$ cat config.mk
export PLATFORM = sky130hd
export DESIGN_NAME = psbs_sequencer
export DESIGN_NICKNAME = d
export VERILOG_FILES = /design/src/psbs_pkg.sv /design/src/psbs_sequencer.sv
export SDC_FILE = /design/constraint.sdc
export NUM_CORES = 1
export LEC_CHECK = 0
export ABC_AREA = 1
export BUFFER_PORTS_ARGS = -buffer_cell sky130_fd_sc_hd__clkbuf_2
export CORE_AREA = 2 2 120 122
export DETAILED_ROUTE_END_ITERATION = 8
export DIE_AREA = 0 0 122 124
export PLACE_DENSITY = 0.79
export SLEW_MARGIN = 20
export SYNTH_ARGS = -nofsm -noshare
export SYNTH_HDL_FRONTEND = slang
export SYNTH_SLANG_ARGS = --single-unit
$ cat constraint.sdc
create_clock -name sys_clk -period 2.6 [get_ports sys_clk]
set_input_delay 0.13 -clock sys_clk [delete_from_list [all_inputs] [get_ports sys_clk]]
set_output_delay 0.13 -clock sys_clk [all_outputs]
set_load 0.01 [all_outputs]
$ cat src/psbs_pkg.sv
/*
  Shared constants and types of the parameter save bank sequencer:
  register map, command codes, default values, memory request and
  answer layouts, sequencer states and timing.
  Assumes a 100 MHz system clock and a 32-bit classic bus slave.
*/
package psbs_pkg;

  // ==========================================================
  // Register map and fields
  localparam logic [7:0]  ADDR_CMD       = 8'h00;
  localparam logic [7:0]  ADDR_CTRL      = 8'h04;
  localparam logic [7:0]  ADDR_STAT      = 8'h08;
  localparam int          CTRL_RESET     = 0;
  localparam int          CTRL_QUICK     = 1;
  localparam int          CTRL_CARD      = 2;
  localparam int          CTRL_CLRTRIP   = 3;
  localparam int          CTRL_ENABLE    = 4;
  localparam logic [15:0] CMD_RESET_VAL  = 16'h0000;

  // ==========================================================
  // Command codes
  localparam logic [15:0] CODE_SAVE_MAINS = 16'h03E8;
  localparam logic [15:0] CODE_SAVE_ANY   = 16'h03E9;
  localparam logic [15:0] CODE_DEF_STD    = 16'h04D1;
  localparam logic [15:0] CODE_DEF_REG    = 16'h04DC;
  localparam logic [15:0] CODE_MODE_STD   = 16'h04E5;
  localparam logic [15:0] CODE_MODE_REG   = 16'h04E6;
  localparam logic [15:0] CODE_MODE_XSTD  = 16'h04E7;
  localparam logic [15:0] CODE_MODE_XREG  = 16'h04E8;
  localparam logic [15:0] CODE_NAME_BASE  = 16'h2AF8;
  localparam logic [15:0] CODE_NAME_LAST  = 16'h2B1F;
  localparam logic [15:0] NAME_SLOT1_OFS  = 16'h000A;
  localparam logic [15:0] NAME_SLOT2_OFS  = 16'h0014;
  localparam logic [15:0] NAME_SLOT3_OFS  = 16'h001E;
  localparam logic [15:0] CODE_DISP_NDEF  = 16'h2EE0;
  localparam logic [15:0] CODE_DISP_DESTINATION_CLASH_TRIP  = 16'h2EE1;

  // ==========================================================
  // Default value sets (regional set; standard set plain values)
  localparam logic [15:0] REG_CLAMP_DHZ   = 16'h0258;
  localparam logic [15:0] REG_CLAMP_RPM   = 16'h0708;
  localparam logic [15:0] REG_RATED_V     = 16'h01CC;
  localparam logic [15:0] STD_CLAMP_DHZ   = 16'h01F4;
  localparam logic [15:0] STD_CLAMP_RPM   = 16'h05DC;
  localparam logic [15:0] STD_RATED_V     = 16'h0190;

  // ==========================================================
  // Timing and bank reinitialisation
  localparam int          CLK_HZ          = 100_000_000;
  localparam int          SAVE_MIN_MS     = 400;
  localparam int          SAVE_MIN_CYC    = SAVE_MIN_MS * (CLK_HZ / 1000);
  localparam logic [1:0]  REINIT_SAVES    = 2'h2;

  // ==========================================================
  // Types
  typedef enum logic [1:0] {
    DISP_ALL  = 2'b00,
    DISP_NDEF = 2'b01,
    DISP_DESTINATION_CLASH_TRIP = 2'b10
  } psbs_disp_t;

  typedef enum logic [3:0] {
    OP_NONE = 4'b0000, OP_SCAN = 4'b0001, OP_ERASE_ALL = 4'b0010,
    OP_LOAD_DEF = 4'b0011, OP_NAMEPLATE = 4'b0100, OP_ERASE_BANK = 4'b0101,
    OP_WRITE = 4'b0110, OP_COMMIT = 4'b0111, OP_CARD_WR = 4'b1000
  } psbs_op_t;

  typedef enum logic [3:0] {
    ST_SCAN = 4'b0000, ST_IDLE = 4'b0001, ST_ERASE_ALL = 4'b0010,
    ST_LOAD_DEF = 4'b0011, ST_NAMEPLATE = 4'b0100, ST_ERASE_BANK = 4'b0101,
    ST_WRITE = 4'b0110, ST_COMMIT = 4'b0111, ST_HOLD = 4'b1000,
    ST_DIRECT = 4'b1001, ST_DONE = 4'b1010
  } psbs_state_t;

  // Step order of a job, one pending bit each
  localparam int P_ERASE_ALL = 0;
  localparam int P_LOAD_DEF  = 1;
  localparam int P_NAMEPLATE = 2;
  localparam int P_ERASE_BNK = 3;
  localparam int P_WRITE     = 4;
  localparam int P_COMMIT    = 5;
  localparam int P_DIRECT    = 6;
  localparam int P_STEPS     = 7;

  typedef struct packed {
    logic        valid;
    psbs_op_t    op;
    logic        bank;
    logic        inclPds;
    logic        regional;
    logic        exclMenus;
    logic [1:0]  slot;
    logic [3:0]  digit;
    logic [15:0] clamp;
    logic [15:0] ratedV;
  } psbs_mem_req_t;

  typedef struct packed {
    logic       ack;
    logic       err;
    logic [1:0] bankValid;
    logic       userTorn;
    logic       pdsTorn;
    logic       lastActive;
  } psbs_mem_rsp_t;

endpackage

$ cat src/psbs_sequencer.sv
/*
  Parameter save bank sequencer: command register, classic bus slave,
  and the sequencer that drives the two-bank non-volatile memory.
  Assumes the memory answers on sys_clk with a one-cycle ack per
  request, and that supply flags and straps arrive asynchronously.
*/
`timescale 1ns/10ps

// What this block does
// RULE1: Save codes plus drive reset start save
// RULE2: Power-down data saved only on commanded saves
// RULE3: Successful command clears command parameter
// RULE4: Save lasts at least 400 ms
// RULE5: Code 1000 saves only on mains supply
// RULE6: Operator uses 1001 off mains
// RULE7: Write inactive bank, switch when complete
// RULE8: Torn save raises trip, reverts bank
// RULE9: No valid bank raises corruption trip
// RULE10: Quick edits write active bank directly
// RULE11: Auto save after nameplate, card, defaults; card writes here end in ST_DONE without a save
// RULE12: Card writes have no bank protection
// RULE13: Mode change erases, defaults, saves power-down
// RULE14: First save after mode change longer
// RULE15: Option change reinitialises both banks
// RULE16: Codes 1233/1244 load standard/regional defaults
// RULE17: Regional set changes clamp and voltage
// RULE18: Code 110zy transfers nameplate per slot
// RULE19: Codes 12000/12001 filter the display
// RULE20: Started then failed: trip, keep code
// RULE21: Not started: no clear, no trip
// RULE22: Codes 1253-1256 change drive mode
// RULE23: Busy flag shown during operations
module psbs_sequencer
  import psbs_pkg::*;
#(
  parameter int SAVE_CYC = SAVE_MIN_CYC
) (
  input  wire logic          sys_clk,
  input  wire logic          rst,
  input  wire logic [7:0]    wb_adr_i,
  input  wire logic [31:0]   wb_dat_i,
  output logic      [31:0]   wb_dat_o,
  input  wire logic          wb_we_i,
  input  wire logic [3:0]    wb_sel_i,
  input  wire logic          wb_stb_i,
  input  wire logic          wb_cyc_i,
  output logic               wb_ack_o,
  input  wire logic          undervoltageActiveFlag,
  input  wire logic          lowVoltageSupplyFlag,
  input  wire logic          closedLoopMode,
  input  wire logic          unit400V,
  input  wire logic          optionChangeToggle,
  output psbs_mem_req_t      memReq_r,
  input  wire psbs_mem_rsp_t memRsp,
  output logic               busy_r,
  output logic               userSaveErrorTrip_r,
  output logic               powerdownSaveErrorTrip_r,
  output logic               memoryCorruptTrip_r,
  output logic               actionFailTrip_r,
  output psbs_disp_t         displayMode_r
);

  // ==========================================================
  // Synchronisers for asynchronous inputs
  logic [4:0]    syncA_r;
  logic [4:0]    syncB_r;
  logic          optPrev_r;
  logic          uvSync;
  logic          lvSync;
  logic          clSync;
  logic          u400Sync;
  logic          optionEvent;

  // Two flops per pin, third flop for the option edge
  always_ff @(posedge sys_clk) begin
    if (rst) begin
      syncA_r   <= 5'h00;
      syncB_r   <= 5'h00;
      optPrev_r <= 1'b0;
    end else begin
      syncA_r   <= {optionChangeToggle, unit400V, closedLoopMode,
                    lowVoltageSupplyFlag, undervoltageActiveFlag};
      syncB_r   <= syncA_r;
      optPrev_r <= syncB_r[4];
    end
  end

  assign uvSync      = syncB_r[0];
  assign lvSync      = syncB_r[1];
  assign clSync      = syncB_r[2];
  assign u400Sync    = syncB_r[3];
  assign optionEvent = syncB_r[4] ^ optPrev_r;

  // ==========================================================
  // Bus slave decode
  logic          wbReq;
  logic          wrCmd;
  logic          wrCtrl;
  psbs_state_t   state_r;
  logic [15:0]   cmd_r;
  logic          driveEnabled_r;
  logic          doneClear;
  logic          idle;

  assign wbReq  = wb_cyc_i & wb_stb_i & ~wb_ack_o;
  assign idle   = (state_r == ST_IDLE);
  assign wrCmd  = wbReq & wb_we_i & (wb_adr_i == ADDR_CMD);
  assign wrCtrl = wbReq & wb_we_i & (wb_adr_i == ADDR_CTRL) & wb_sel_i[0];

  // Ack one cycle after the request, unmapped reads return zero
  always_ff @(posedge sys_clk) begin
    if (rst) begin
      wb_ack_o <= 1'b0;
      wb_dat_o <= 32'h0000_0000;
    end else begin
      wb_ack_o <= wbReq;
      if (wbReq && !wb_we_i) begin
        if (wb_adr_i == ADDR_CMD) begin
          wb_dat_o <= {16'h0000, cmd_r};
        end else if (wb_adr_i == ADDR_CTRL) begin
          wb_dat_o <= {27'h0000000, driveEnabled_r, 4'h0};
        end else if (wb_adr_i == ADDR_STAT) begin
          wb_dat_o <= {24'h000000, displayMode_r, actionFailTrip_r,
                       memoryCorruptTrip_r, powerdownSaveErrorTrip_r,
                       userSaveErrorTrip_r, memReq_r.bank, busy_r};
        end else begin
          wb_dat_o <= 32'h0000_0000;
        end
      end
    end
  end

  // ==========================================================
  // Command parameter and control bits
  logic          resetPulse;
  logic          quickPulse;
  logic          cardPulse;
  logic          clearTrips;

  // RULE3: clear after success
  always_ff @(posedge sys_clk) begin
    if (rst) begin
      cmd_r <= CMD_RESET_VAL;
    end else if (doneClear) begin
      cmd_r <= CMD_RESET_VAL;
    end else if (wrCmd && idle) begin
      if (wb_sel_i[0]) cmd_r[7:0]  <= wb_dat_i[7:0];
      if (wb_sel_i[1]) cmd_r[15:8] <= wb_dat_i[15:8];
    end
  end

  // Enable level and one-cycle control strobes
  always_ff @(posedge sys_clk) begin
    if (rst) begin
      driveEnabled_r <= 1'b0;
    end else if (wrCtrl) begin
      driveEnabled_r <= wb_dat_i[CTRL_ENABLE];
    end
  end

  // RULE23: reset, quick and card strobes taken only when idle
  assign resetPulse = wrCtrl & idle & wb_dat_i[CTRL_RESET];
  assign quickPulse = wrCtrl & idle & wb_dat_i[CTRL_QUICK] & ~wb_dat_i[CTRL_RESET];
  assign cardPulse  = wrCtrl & idle & wb_dat_i[CTRL_CARD] & ~wb_dat_i[CTRL_RESET]
                      & ~wb_dat_i[CTRL_QUICK];
  assign clearTrips = wrCtrl & wb_dat_i[CTRL_CLRTRIP];

  // RULE19: display filter takes effect on write
  always_ff @(posedge sys_clk) begin
    if (rst) begin
      displayMode_r <= DISP_ALL;
    end else if (wrCmd && idle && wb_sel_i[1] && wb_sel_i[0]) begin
      if (wb_dat_i[15:0] == CODE_DISP_NDEF) begin
        displayMode_r <= DISP_NDEF;
      end else if (wb_dat_i[15:0] == CODE_DISP_DESTINATION_CLASH_TRIP) begin
        displayMode_r <= DISP_DESTINATION_CLASH_TRIP;
      end
    end
  end

  // ==========================================================
  // Command decode on drive reset
  logic [P_STEPS-1:0] startPend;
  logic               startPds;
  logic               startReg;
  logic               startExcl;
  logic               startMode;
  logic [1:0]         startSlot;
  logic [15:0]        nameOff;
  logic [15:0]        digitOff;
  logic [1:0]         reinit_r;
  logic               blocked;

  always_comb begin
    startPend = '0;
    startPds  = 1'b0;
    startReg  = 1'b0;
    startExcl = 1'b0;
    startMode = 1'b0;
    startSlot = 2'h0;
    nameOff   = cmd_r - CODE_NAME_BASE;
    digitOff  = nameOff;
    blocked   = memoryCorruptTrip_r;
    // RULE1: either save code
    if ((cmd_r == CODE_SAVE_MAINS) || (cmd_r == CODE_SAVE_ANY)) begin
      // RULE5: mains check for code 1000
      if (!blocked && ((cmd_r == CODE_SAVE_ANY) || (!uvSync && !lvSync))) begin
        startPend[P_WRITE]  = 1'b1;
        startPend[P_COMMIT] = 1'b1;
        // RULE2: commanded save adds power-down data
        startPds            = 1'b1;
      end
    end else if ((cmd_r == CODE_DEF_STD) || (cmd_r == CODE_DEF_REG)) begin
      // RULE16: defaults, RULE21: refused while enabled
      if (!driveEnabled_r) begin
        startPend[P_LOAD_DEF] = 1'b1;
        // RULE11: save after defaults
        startPend[P_WRITE]    = 1'b1;
        startPend[P_COMMIT]   = 1'b1;
        startReg              = (cmd_r == CODE_DEF_REG);
      end
    end else if ((cmd_r >= CODE_MODE_STD) && (cmd_r <= CODE_MODE_XREG)) begin
      // RULE22: mode change variants
      if (!driveEnabled_r && !blocked) begin
        // RULE13: erase, defaults, save with power-down
        startPend[P_ERASE_ALL] = 1'b1;
        startPend[P_LOAD_DEF]  = 1'b1;
        startPend[P_WRITE]     = 1'b1;
        startPend[P_COMMIT]    = 1'b1;
        startPds               = 1'b1;
        startMode              = 1'b1;
        startReg  = (cmd_r == CODE_MODE_REG) || (cmd_r == CODE_MODE_XREG);
        startExcl = (cmd_r == CODE_MODE_XSTD) || (cmd_r == CODE_MODE_XREG);
      end
    end else if ((cmd_r >= CODE_NAME_BASE) && (cmd_r <= CODE_NAME_LAST)) begin
      // RULE18: slot from tens digit, low digit passed on
      if (!driveEnabled_r && !blocked) begin
        startPend[P_NAMEPLATE] = 1'b1;
        // RULE11: save after nameplate transfer
        startPend[P_WRITE]     = 1'b1;
        startPend[P_COMMIT]    = 1'b1;
        if (nameOff >= NAME_SLOT3_OFS) begin
          startSlot = 2'h3;
          digitOff  = nameOff - NAME_SLOT3_OFS;
        end else if (nameOff >= NAME_SLOT2_OFS) begin
          startSlot = 2'h2;
          digitOff  = nameOff - NAME_SLOT2_OFS;
        end else if (nameOff >= NAME_SLOT1_OFS) begin
          startSlot = 2'h1;
          digitOff  = nameOff - NAME_SLOT1_OFS;
        end
      end
    end
    // RULE15: bank cleared before write while reinitialising
    if (startPend[P_WRITE] && (reinit_r != 2'h0) && !startMode) begin
      startPend[P_ERASE_BNK] = 1'b1;
    end
  end

  // ==========================================================
  // Step selection and memory request build
  logic [P_STEPS-1:0] pend_r;
  logic [P_STEPS-1:0] pendLeft;
  logic [P_STEPS-1:0] curBit;
  psbs_state_t        nextStep;
  psbs_mem_req_t      reqOf;
  logic               activeBank_r;
  logic               jobPds_r;
  logic               jobReg_r;
  logic               jobExcl_r;
  logic               jobMode_r;
  logic               jobCmd_r;
  logic               jobCard_r;
  logic [1:0]         jobSlot_r;
  logic [3:0]         jobDigit_r;
  logic [31:0]        holdCnt_r;

  always_comb begin
    curBit = '0;
    case (state_r)
      ST_ERASE_ALL:  curBit[P_ERASE_ALL] = 1'b1;
      ST_LOAD_DEF:   curBit[P_LOAD_DEF]  = 1'b1;
      ST_NAMEPLATE:  curBit[P_NAMEPLATE] = 1'b1;
      ST_ERASE_BANK: curBit[P_ERASE_BNK] = 1'b1;
      ST_WRITE:      curBit[P_WRITE]     = 1'b1;
      ST_COMMIT:     curBit[P_COMMIT]    = 1'b1;
      ST_DIRECT:     curBit[P_DIRECT]    = 1'b1;
      default:       curBit              = '0;
    endcase
    pendLeft = pend_r & ~curBit;
    if (pendLeft[P_ERASE_ALL])      nextStep = ST_ERASE_ALL;
    else if (pendLeft[P_LOAD_DEF])  nextStep = ST_LOAD_DEF;
    else if (pendLeft[P_NAMEPLATE]) nextStep = ST_NAMEPLATE;
    else if (pendLeft[P_ERASE_BNK]) nextStep = ST_ERASE_BANK;
    else if (pendLeft[P_WRITE])     nextStep = ST_WRITE;
    else if (pendLeft[P_COMMIT])    nextStep = ST_COMMIT;
    else if (pendLeft[P_DIRECT])    nextStep = ST_DIRECT;
    else if (pend_r[P_COMMIT])      nextStep = ST_HOLD;
    else                            nextStep = ST_DONE;
  end

  always_comb begin
    reqOf           = '0;
    reqOf.valid     = 1'b1;
    // RULE7: new data goes to the inactive bank
    reqOf.bank      = ~activeBank_r;
    reqOf.inclPds   = jobPds_r;
    reqOf.regional  = jobReg_r;
    reqOf.exclMenus = jobExcl_r;
    reqOf.slot      = jobSlot_r;
    reqOf.digit     = jobDigit_r;
    // RULE17: regional clamp and voltage values
    if (clSync) reqOf.clamp = jobReg_r ? REG_CLAMP_RPM : STD_CLAMP_RPM;
    else        reqOf.clamp = jobReg_r ? REG_CLAMP_DHZ : STD_CLAMP_DHZ;
    reqOf.ratedV = (jobReg_r && u400Sync) ? REG_RATED_V : STD_RATED_V;
    case (state_r)
      ST_SCAN:       reqOf.op = OP_SCAN;
      ST_ERASE_ALL:  reqOf.op = OP_ERASE_ALL;
      ST_LOAD_DEF:   reqOf.op = OP_LOAD_DEF;
      ST_NAMEPLATE:  reqOf.op = OP_NAMEPLATE;
      ST_ERASE_BANK: reqOf.op = OP_ERASE_BANK;
      ST_WRITE:      reqOf.op = OP_WRITE;
      ST_COMMIT:     reqOf.op = OP_COMMIT;
      ST_DIRECT: begin
        // RULE10: quick edits go to the active bank
        reqOf.bank    = activeBank_r;
        reqOf.inclPds = 1'b0;
        // RULE12: card writes bypass the bank scheme
        reqOf.op      = jobCard_r ? OP_CARD_WR : OP_WRITE;
      end
      default:       reqOf.op = OP_NONE;
    endcase
  end

  // ==========================================================
  // Sequencer
  logic          opAck;
  logic          opFail;
  logic          holdDone;

  assign opAck     = memReq_r.valid & memRsp.ack;
  assign opFail    = opAck & memRsp.err;
  // RULE4: minimum save duration
  assign holdDone  = (holdCnt_r >= (SAVE_CYC - 1));
  assign doneClear = (state_r == ST_DONE) & jobCmd_r;

  always_ff @(posedge sys_clk) begin
    if (rst) begin
      state_r  <= ST_SCAN;
      pend_r   <= '0;
      memReq_r <= '0;
      busy_r   <= 1'b1;
    end else begin
      case (state_r)
        ST_IDLE: begin
          busy_r <= 1'b0;
          if (resetPulse && (startPend != '0)) begin
            pend_r  <= startPend;
            state_r <= ST_WAIT_SEL(startPend);
            busy_r  <= 1'b1;
          end else if (quickPulse || cardPulse) begin
            pend_r  <= P_STEPS'(1) << P_DIRECT;
            state_r <= ST_DIRECT;
            busy_r  <= 1'b1;
          end
        end
        ST_HOLD: begin
          if (holdDone) state_r <= ST_DONE;
        end
        ST_DONE: begin
          pend_r  <= '0;
          state_r <= ST_IDLE;
        end
        default: begin
          // Every memory step: raise, hold until ack, then move on
          if (opFail) begin
            // RULE20: failed job keeps the code
            memReq_r.valid <= 1'b0;
            pend_r         <= '0;
            state_r        <= ST_IDLE;
          end else if (opAck) begin
            memReq_r.valid <= 1'b0;
            pend_r         <= pendLeft;
            state_r        <= (state_r == ST_SCAN) ? ST_IDLE : nextStep;
          end else if (!memReq_r.valid) begin
            memReq_r <= reqOf;
          end
        end
      endcase
    end
  end

  // First step of a freshly decoded job
  function automatic psbs_state_t ST_WAIT_SEL(input logic [P_STEPS-1:0] p);
    if (p[P_ERASE_ALL])      return ST_ERASE_ALL;
    else if (p[P_LOAD_DEF])  return ST_LOAD_DEF;
    else if (p[P_NAMEPLATE]) return ST_NAMEPLATE;
    else if (p[P_ERASE_BNK]) return ST_ERASE_BANK;
    else                     return ST_WRITE;
  endfunction

  // Job attributes latched when a job is taken
  always_ff @(posedge sys_clk) begin
    if (rst) begin
      jobPds_r   <= 1'b0;
      jobReg_r   <= 1'b0;
      jobExcl_r  <= 1'b0;
      jobMode_r  <= 1'b0;
      jobCmd_r   <= 1'b0;
      jobCard_r  <= 1'b0;
      jobSlot_r  <= 2'h0;
      jobDigit_r <= 4'h0;
    end else if (idle && (resetPulse || quickPulse || cardPulse)) begin
      jobPds_r   <= resetPulse & startPds;
      jobReg_r   <= startReg;
      jobExcl_r  <= startExcl;
      jobMode_r  <= startMode;
      jobCmd_r   <= resetPulse;
      jobCard_r  <= ~resetPulse & cardPulse;
      jobSlot_r  <= startSlot;
      jobDigit_r <= digitOff[3:0];
    end
  end

  // Save time counted from the start of the job
  always_ff @(posedge sys_clk) begin
    if (rst || idle) begin
      holdCnt_r <= 32'h0000_0000;
    end else if (!holdDone) begin
      holdCnt_r <= holdCnt_r + 32'h0000_0001;
    end
  end

  // ==========================================================
  // Active bank and reinitialisation count
  always_ff @(posedge sys_clk) begin
    if (rst) begin
      activeBank_r <= 1'b0;
    end else if (opAck && !memRsp.err && (state_r == ST_SCAN)) begin
      // RULE8: revert to the last good bank
      activeBank_r <= memRsp.lastActive;
    end else if (opAck && !memRsp.err && (state_r == ST_COMMIT)) begin
      // RULE7: switch only after the full write
      activeBank_r <= ~activeBank_r;
    end
  end

  always_ff @(posedge sys_clk) begin
    if (rst) begin
      reinit_r <= 2'h0;
    end else if (optionEvent) begin
      // RULE15: both banks rebuilt on next saves
      reinit_r <= REINIT_SAVES;
    end else if (opAck && !memRsp.err && (state_r == ST_COMMIT)) begin
      if (jobMode_r) begin
        // RULE14: extra bank clear on next save
        reinit_r <= (reinit_r == 2'h0) ? 2'h1 : reinit_r;
      end else if (reinit_r != 2'h0) begin
        reinit_r <= reinit_r - 2'h1;
      end
    end
  end

  // ==========================================================
  // Trips: hardware set wins over software clear
  logic          scanOk;
  assign scanOk = opAck & ~memRsp.err & (state_r == ST_SCAN);

  always_ff @(posedge sys_clk) begin
    if (rst) begin
      userSaveErrorTrip_r      <= 1'b0;
      powerdownSaveErrorTrip_r <= 1'b0;
      actionFailTrip_r         <= 1'b0;
    end else begin
      // RULE8: torn save trips at power-up
      if (scanOk && memRsp.userTorn) userSaveErrorTrip_r <= 1'b1;
      else if (clearTrips)           userSaveErrorTrip_r <= 1'b0;
      if (scanOk && memRsp.pdsTorn)  powerdownSaveErrorTrip_r <= 1'b1;
      else if (clearTrips)           powerdownSaveErrorTrip_r <= 1'b0;
      // RULE20: failure after start trips
      if (opFail)                    actionFailTrip_r <= 1'b1;
      else if (clearTrips)           actionFailTrip_r <= 1'b0;
    end
  end

  // RULE9: no valid bank at power-up
  always_ff @(posedge sys_clk) begin
    if (rst) begin
      memoryCorruptTrip_r <= 1'b0;
    end else if ((state_r == ST_SCAN) && opAck
                 && (memRsp.err || (memRsp.bankValid == 2'b00))) begin
      memoryCorruptTrip_r <= 1'b1;
    end else if ((state_r == ST_LOAD_DEF) && opAck && !memRsp.err) begin
      memoryCorruptTrip_r <= 1'b0;
    end
  end

endmodule

; ---- Word level (Yosys, flattened, before mapping)
; Index checks and enable logic that the tools add are counted.
; Widths: inputs -> output; s select.
[totals]
register_bits = 173
latch_bits = 0
mem_bits_rw = 0
mem_bits_ro = 0
in_bits = 61
output_inout_bits = 87
wordCells = 287
memories = 0
[op_classes]
addsub = 6
mul = 0
div = 0
order_cmp = 8
n_eq_ne = 25
n_shift = 0
mux = 107
n_bitwise = 35
reduce_logical = 68
[op_table]
columns = cell, count
row1 = $mux 4, 21
row2 = $eq 16x11->1 const B, 5
row3 = $mux 2, 27
row4 = $mux 1, 42
row5 = $mux 7, 5
row6 = $add 32x1->32 const B, 1
row7 = $eq 16x10->1 const B, 2
row8 = $eq 16x14->1 const B, 2
row9 = $ge 16x5->1 const B, 2
row10 = $ge 32x26->1 const B, 1
row11 = $pmux 4 s8, 1
row12 = $logic_and 1x1->1, 23
row13 = $and 1x1->1, 21
row14 = $pmux 7 s3, 1
row15 = $mux 10, 2
row16 = $reduce_bool 2->1, 9
row17 = $eq 4x3->1 const B, 4
row18 = $ge 16x11->1 const B, 1
row19 = $ge 16x14->1 const B, 1
row20 = $ge 16x4->1 const B, 1
row21 = $le 16x11->1 const B, 1
row22 = $le 16x14->1 const B, 1
row23 = $mux 16, 1
row24 = $mux 8, 2
row25 = other kinds (34), 72

; ---- Longest topological paths before layout
; Gate-level depths: netlist of run 1.
[logic_depth]
depth_word = 16
depth_mapped = 22
mapped_depth_nobuf = 22

; ---- Least setup slack after synthesis of run 1
; Ideal clock, no wire load.
[synth_path]
path_type = register -> register
from = reg cmd_r[4]
to = reg jobDigit_r[3]
setup_ns = 0.132
arrival_ns = 1.999
required_ns = 2.468
path_slack_ns = 0.469
path_stages_with_launch = 18
path_buffers = 0
period_less_slack_ns = 2.131
path_cell_list = dfxtp_1 -> ha_1 -> nand2_1 -> nor2_1 -> nand3_1 -> nand2_1 -> nand2_1 -> nand2_1 -> nand2_1 -> nor2_1 -> nand3_1 -> nor3_1 -> nand2_1 -> nand2_1 -> nand2_1 -> o21bai_1 -> nand2_1 -> a21oi_1
[synth_between]
elab_chain_cells = 10
elab_cells_between_ends = 24
cone_classes = add/sub (1) / order compare (7) / eq/ne (4) / mux (8) / reduce/logical (4)
[synth_lines]
columns = element, line
row1 = start: declaration, psbs_sequencer.sv:100  ; logic [15:0] cmd_r;
row2 = start signal: assignment, psbs_sequencer.sv:147  ; if (wb_sel_i[0]) cmd_r[7:0] <= wb_dat_i[7:0];
row3 = $sub 16x14->16, psbs_sequencer.sv:201  ; nameOff = cmd_r - CODE_NAME_BASE;
row4 = $ge 16x4->1, psbs_sequencer.sv:248  ; end else if (nameOff >= NAME_SLOT1_OFS) begin
row5 = $mux 4, psbs_sequencer.sv:248
row6 = $mux 4, psbs_sequencer.sv:245  ; end else if (nameOff >= NAME_SLOT2_OFS) begin
row7 = $mux 4, psbs_sequencer.sv:242  ; if (nameOff >= NAME_SLOT3_OFS) begin
row8 = $mux 4, psbs_sequencer.sv:237  ; if (!driveEnabled_r && !blocked) begin
row9 = $mux 4, psbs_sequencer.sv:235  ; end else if ((cmd_r >= CODE_NAME_BASE) && (cmd_r <= CODE_NAME_LAST)) begin
row10 = $mux 4, psbs_sequencer.sv:222  ; end else if ((cmd_r >= CODE_MODE_STD) && (cmd_r <= CODE_MODE_XREG)) begin
row11 = $mux 4, psbs_sequencer.sv:213  ; end else if ((cmd_r == CODE_DEF_STD) || (cmd_r == CODE_DEF_REG)) begin
row12 = $mux 4 *, psbs_sequencer.sv:205  ; if ((cmd_r == CODE_SAVE_MAINS) || (cmd_r == CODE_SAVE_ANY)) begin
row13 = end signal: assignment, psbs_sequencer.sv:421  ; jobDigit_r <= digitOff[3:0];
row14 = end: declaration, psbs_sequencer.sv:275  ; logic [3:0] jobDigit_r;
; Every way passes the cells marked *; elsewhere a longest branch is shown, timed or not.
; A chain may end at the register's enable or synchronous reset.

; ---- Final worst setup path of run 1
[layout_path]
from = in wb_stb_i
to = reg displayMode_r[1]
[layout_between]
elab_chain_cells = 8
[layout_lines]
columns = element, line
row1 = start: declaration, psbs_sequencer.sv:45  ; input wire logic wb_stb_i,
row2 = $and 1x1->1 (2 in series), psbs_sequencer.sv:105  ; assign wbReq = wb_cyc_i & wb_stb_i & ~wb_ack_o;
row3 = $and 1x1->1 (2 in series), psbs_sequencer.sv:107  ; assign wrCmd = wbReq & wb_we_i & (wb_adr_i == ADDR_CMD);
row4 = $logic_and 1x1->1 (3 in series), psbs_sequencer.sv:172  ; end else if (wrCmd && idle && wb_sel_i[1] && wb_sel_i[0]) begin
row5 = $reduce_and 2->1 (no source line), --
row6 = end signal: assignment, psbs_sequencer.sv:171  ; displayMode_r <= DISP_ALL;
row7 = end signal: assignment, psbs_sequencer.sv:174  ; displayMode_r <= DISP_NDEF;
row8 = end signal: assignment, psbs_sequencer.sv:176  ; displayMode_r <= DISP_DESTINATION_CLASH_TRIP;
row9 = end: declaration, psbs_sequencer.sv:60  ; output psbs_disp_t displayMode_r
; No other way between the ends.

==> results.cfg, run 1 <==
[run_status]
status = completed

[sta]
setup_violations = 0
hold_ws_ns = 0.01616
timing.final.ws_setup_ns = 0.1786
slew_headroom_pct = 48.32
fin_crit_sh_pct = 93.13
worst_pin_slew_ns = 0.7692
drv_slew = 0
max_freq_mhz = 413.0
period_minus_slack_ns = 2.421
fin_worst_skew_ns = 0.006943
hold_viol = 0

[die]
dieArea_mm2 = 0.01513
rows = 43
start_util_pct = 55.14
core_area_mm2 = 0.01372
die_height_um = 124
fp.dieW_um = 122
pin_count = 148

[placement]
port_buffers = 96
place_ws_ns = 0.2011
dpl.cell_count = 1391
place_congestion = 1.006
dp_hpwl_um = 15260

[synth]
synth-compound-area-share_pct = 13.53
synthTopCellsByArea = dfxtp_1 (35%), nand2_1 (11%), nor2_1 (7.5%)
synth_top_area_cell = dfxtp_1
ys_seq_elements = 134
yosysSeqAreaShare_pct = 35.46
syn-instance-count = 1131
synth_top_family_by_area = simple AND/OR/NAND/NOR gates
yosysUniqueCellTypes = 52
synthArstFlopShare_pct = 0
synthSimpleGateAreaFrac_pct = 32.17
synth_edf_count = 0
synthXorXnorAreaFrac_pct = 3.010
synth.avg_cell_area_um2 = 6.689
synthAdderAreaFrac_pct = 2.316
synthMuxAreaShare_pct = 0
synth_top_area_share_pct = 35.46
syn_area_mm2 = 0.007565
synth_warnings = 0
synth_ff_type = dfxtp_1

[cells_and_area]
final_util_pct = 65.02
ff_latch_area_mm2 = 0.002684
drive_above_1_share_pct = 16.08
multi_input_area_mm2 = 0.004010
final_common_cell = nand2_1
layout_common_cells = nand2_1 (230), nor2_1 (150), inv_1 (136)
n_antenna_cell = 0
final_cells = 1436
fillers = 1281
num-nets-final = 1319
area_growth_pct = 17.91

[global_route]
antenna_found_initial = 0
gr-total-overflow = 0
grt_pass1_vias = 7006
grt_pass1_wl_um = 34060
grt_max_degree = 38
grt_use_total_pct = 28.62

[critical_path]
cp.required_ns = 2.91
reg2reg_depth = 14
regToRegEndpoint = pend_r[2]
crit_type = in -> reg
rr_startpoint = cmd_r[8]
rrSetupSlack_ns = 0.19
critPathLaunchType = primary input
crit_fanout = 3
worstPathArrival_ns = 2.73
end_kind = register

[clock_tree]
clockBufferDepth = 2
clk_latency_ns = 0.42
htreeDepth = 4
clk_pin_slew_ns = 0.06
cts_num_sinks = 134
cts_tree = built
cts_buffers = 17
root_buffer = clkbuf_16
post-cts-setup-buffers = 0

[routing]
routed_via_density = 5.292
drt_iter0_drc = 714
vias = 7600
route.detailed.drc = 0
postRouteAntennaNets = 0
drt_wl_total_um = 20800
drt_first_pass_iters = 8
post_drt_wl_per_cell_um = 14.49

[hold_path]
hold-path-cell-count = 5
hold-path-endpoint = wb_ack_o
timing.hold.worst.start = wb_cyc_i
holdCritPathClass = in -> reg

[pwr]
ir_worst_vdd_v = 0.0005421
power_density_mw_per_mm2 = 745.2
leakage_nw = 3.914

[flow_run]
maxCapViolations = 0
## power breakdown
group | switching (mW) | internal, mW | leakage (nW)
registers | 0.167 | 2.30 | 1.09
clock network | 0.925 | 1.53 | 0.282
logic | 1.14 | 0.584 | 2.54
total | 2.23 | 4.41 | 3.91
## flip-flops by register name, indices dropped and copies added (netlist names), 4 cells and up
register and flops:
memReq_r 24, syncB_r 5, cmd_r 16, jobDigit_r 4, state_r 4, pend_r 7, syncA_r 5, wb_dat_o 16
holdCnt_r 32
## Yosys cell counts, drive strengths merged (2+ instances only)
cell type	count
clkinv	2
buf	47
nor4	13
nand3	64
dfxtp	134
ha	14
nand4	29
o22ai	2
nor3	28
nor2	158
or2	3
o211ai	7
o221ai	2
a21oi	88
nand2	240
a31oi	2
clkbuf	28
xnor2	11
o21ai	71
nand3b	2
a211oi	8
xor2	15
inv	150
## worst max-delay path by stage
stage / slack (ns) / start / to
final: 0.18 / wb_stb_i / displayMode_r[1]
after global routing: -0.01 / cmd_r[11] / jobDigit_r[2]
after global placement: 0.26 / holdCnt_r[0] / holdCnt_r[6]
after CTS: 0.18 / holdCnt_r[0] / holdCnt_r[6]
after detailed placement: 0.20 / holdCnt_r[0] / holdCnt_r[6]
after floorplan: 0.47 / cmd_r[4] / jobDigit_r[3]
## per-stage QoR
step	total power, mW	instance area, um2	setup TNS (ns)
2_1_floorplan	3.706	7685	0
3_3_place_gp	4.159	8150	0
3_5_place_dp	4.191	8150	0
4_1_cts	6.648	8890	0
5_1_grt	7.021	8920	-0.01765
6_report	6.647	8920	0
## critical path: stages
cell and delay, ns:
dlygate4sd3_1 0.55, clkbuf_2 0.12, nand2_1 0.04, nor2_1 0.10, inv_2 0.05, nor2_1 0.28
inv_2 0.09, nor3_1 0.25, nand3_1 0.15, or4_1 0.48, or2_2 0.31, and2_1 0.16
## metal layers
metal  vias up  share of wire [%]  wire length [um]  global-route usage, %
met3        51                7.4              1533                  6.181
met2       297                 49             10160                  48.95
met5         -                  0                 0                      0
met4         0                2.4               493                  9.986
met1      3438                 41              8615                  35.71
li1       3814                  -                 -                      -
## area by class of cell
type                            instances  share of cell area, %
Clock buffer                           20                  5.008
Clock inverter                         11                  1.711
Inverter                              152                  6.481
Multi-Input combinational cell        802                  44.96
Sequential cell                       134                  30.09
Tap cell                              180                  2.525
Timing Repair Buffer                  137                  9.230
## cells by family (layout without fill, tap and decap cells)
kind of cell    after synthesis  after routing
fa+ha+maj                    14             14
other cells                   1             33
compound gates              188            188
buf+inv                     227            320
xor+xnor                     26             26
flops                       134            134
simple gates                541            541
## what timing repair did
| item | in CTS | in global routing |
|---|---|---|
| hold buffers | 14 | 0 |
| setup endpoints to repair | 0 | 34 |
| hold endpoints to repair | 14 | 0 |
| gates resized for setup | 0 | 9 |
Note: power is estimated with default switching activity, not from simulation.
==> inputs of run 2 (changes only) <==
--- a/config.mk
+++ b/config.mk
@@ -8,9 +8,11 @@
 export ABC_AREA = 1
 export BUFFER_PORTS_ARGS = -buffer_cell sky130_fd_sc_hd__clkbuf_2
 export CORE_AREA = 2 2 120 122
+export CTS_BUF_LIST = sky130_fd_sc_hd__clkbuf_16
 export DETAILED_ROUTE_END_ITERATION = 8
 export DIE_AREA = 0 0 122 124
 export PLACE_DENSITY = 0.79
+export REMOVE_ABC_BUFFERS = 1
 export SLEW_MARGIN = 20
 export SYNTH_ARGS = -nofsm -noshare
 export SYNTH_HDL_FRONTEND = slang
==> run 2 against run 1 <==
Against the previous run: hold slack lost 0.013 ns; critical path depth grew 4; worst setup slack gained 0.015 ns; sequential power is essentially flat; die area is the same; final cell count grew 0.14%; non-clock buffer count grew 1; utilization grew 0.055 points; clock skew grew 0.0018 ns; count of clock-buffer cells in the layout shrank 3; critical path type is now reg -> reg.
==> results.cfg, run 2 (same netlist as run 1, synthesis figures left out) <==
[run_status]
status = completed

[critical_path]
cp_slowest_cell = dfxtp_1
worstPathArrival_ns = 2.72
rr_startpoint = cmd_r[3]
end_kind = register
regToRegEndpoint = pend_r[5]
rrSetupSlack_ns = 0.19
cp_cell_sequence = buf_4 -> inv_1 -> ha_1 -> nand3_1 -> o21ai_0 -> nand3_1 -> o21ai_1 -> inv_1 -> nand2_4 -> nand2_4 -> nand2_4 -> nand3_4 -> nand2_8 -> clkinv_4 -> nor2_1 -> nor2_1
cpPeakStageDelay_ns = 0.32
cp.required_ns = 2.91
crit_top_cell = nand2_4
crit_fanout = 10
reg2reg_depth = 16
critPathLaunchType = register
crit_type = reg -> reg

[pwr]
power_mw = 6.654
power_density_mw_per_mm2 = 745.4
ir_worst_vdd_v = 0.0005070
leakage_nw = 3.927

[global_route]
antenna_found_initial = 0
gr-total-overflow = 0
grt_max_degree = 38
grt_pass1_vias = 6928
grt_use_total_pct = 27.27
grt_pass1_wl_um = 32540

[die]
rows = 43
die_height_um = 124
start_util_pct = 55.14
pin_count = 148
fp.dieW_um = 122
core_area_mm2 = 0.01372
dieArea_mm2 = 0.01513

[sta]
worst_pin_slew_ns = 0.8736
fin_tns_setup_ns = 0
setup_violations = 0
fin_crit_sh_pct = 92.57
max_freq_mhz = 415.5
hold_viol = 0
period_minus_slack_ns = 2.407
drv_slew = 0
hold_ws_ns = 0.003447
slew_headroom_pct = 41.31
fin_worst_skew_ns = 0.008755

[routing]
vias = 7590
drt_wl_total_um = 20280
drt_first_pass_iters = 5
drt_iter0_drc = 468
post_drt_wl_per_cell_um = 14.10
postRouteAntennaNets = 0
route.detailed.drc = 0
routed_via_density = 5.278

[cells_and_area]
final_common_cell = nand2_1
regMostFlops = holdCnt_r
n_antenna_cell = 0
drive_above_1_share_pct = 16.61
final_util_pct = 65.07
area_growth_pct = 18.01
largest_register_ffs = 32
layout_common_cells = nand2_1 (230), nor2_1 (148), inv_1 (137)
num-nets-final = 1320
top_regs = holdCnt_r x32, memReq_r x24

[hold_path]
timing.hold.worst.start = wb_cyc_i
hold-path-cell-count = 5
hold-path-endpoint = wb_ack_o
holdCritPathClass = in -> reg

[clock_tree]
clk_latency_ns = 0.42
htreeDepth = 4
cts_buffers = 17
root_buffer = clkbuf_16
clockBufferDepth = 2
cts_tree = built
cts_num_sinks = 134
clk_pin_slew_ns = 0.06

[placement]
dp_hpwl_um = 14960
port_buffers = 96
place_congestion = 0.9975

[flow_run]
maxCapViolations = 0
==> run 2: cell count changes in the layout (fill, tap and decap cells not counted), sizes merged <==
cell,before,now
clkinv,7,4
buf,27,30
bufinv,3,2
dlygate4sd3,14,12
clkbuf,116,113
clkinvlp,3,1
inv,150,160
==> run 2: repair_timing <==
item                                    4_1_cts  5_1_grt
endpoints found under the setup margin        0       17
gates resized for setup                       0       12
hold endpoints to repair                     12        0
buffers inserted                              0        1
hold buffers                                 12        0
==> run 2: cell type report <==
cell class / instances / area, um2
multi-input combinational: 802 / 4001
tap: 180 / 225.2
sequential: 134 / 2686
fill: 1258 / 4792
inverter: 152 / 580.6
timing repair buffer: 138 / 825.8
clock inverter: 15 / 182.7
clock buffer: 17 / 425.4
==> run 2: worst max-delay path: cells and delay by family, from the launching register on <==
family / cells / cell delay (ns)
adders and majority gates: 1 / 0.20
DFF: 1 / 0.32
and+or+nand+nor: 9 / 0.94
AOI/OAI and AO/OA: 2 / 0.29
buffers and inverters: 4 / 0.53
==> run 2: how the worst max path moves through the flow <==
stage	from	to	slack, ns	cells past startpoint
after floorplan	state_r[2]	memReq_r[19]	0.02	12
after global placement	cmd_r[3]	jobDigit_r[3]	0.26	17
after detailed placement	cmd_r[13]	pend_r[1]	0.23	14
after CTS	cmd_r[13]	pend_r[1]	0.19	14
after global routing	cmd_r[14]	pend_r[1]	-0.00009	14
final	cmd_r[3]	pend_r[5]	0.19	16
==> run 2: routing by layer <==
| metal | up-vias | track usage (%) | routed length (um) |
|---|---|---|---|
| met5 | - | 0 | 0 |
| met4 | 0 | 11.42 | 542 |
| met3 | 49 | 5.403 | 1268 |
| met2 | 255 | 46.93 | 10030 |
| met1 | 3468 | 33.36 | 8438 |
| li1 | 3818 | - | - |
==> run 2: stage by stage <==
| step | setup slack (ns) | area [um2] | cells |
|---|---|---|---|
| 2_1_floorplan | 0.01675 | 7242 | 1088 |
| 4_1_cts | 0.1949 | 8894 | 1437 |
| 6_report | 0.1932 | 8927 | 1438 |
| 3_5_place_dp | 0.2276 | 8165 | 1393 |
| 3_3_place_gp | 0.2626 | 8165 | 1393 |
| 5_1_grt | -0.00009215 | 8927 | 1438 |
==> run 2: power breakdown <==
group / total, mW / switching (mW) / internal (mW)
clock: 2.48 / 1.02 / 1.46
combinational: 1.72 / 1.15 / 0.575
sequential: 2.46 / 0.159 / 2.30
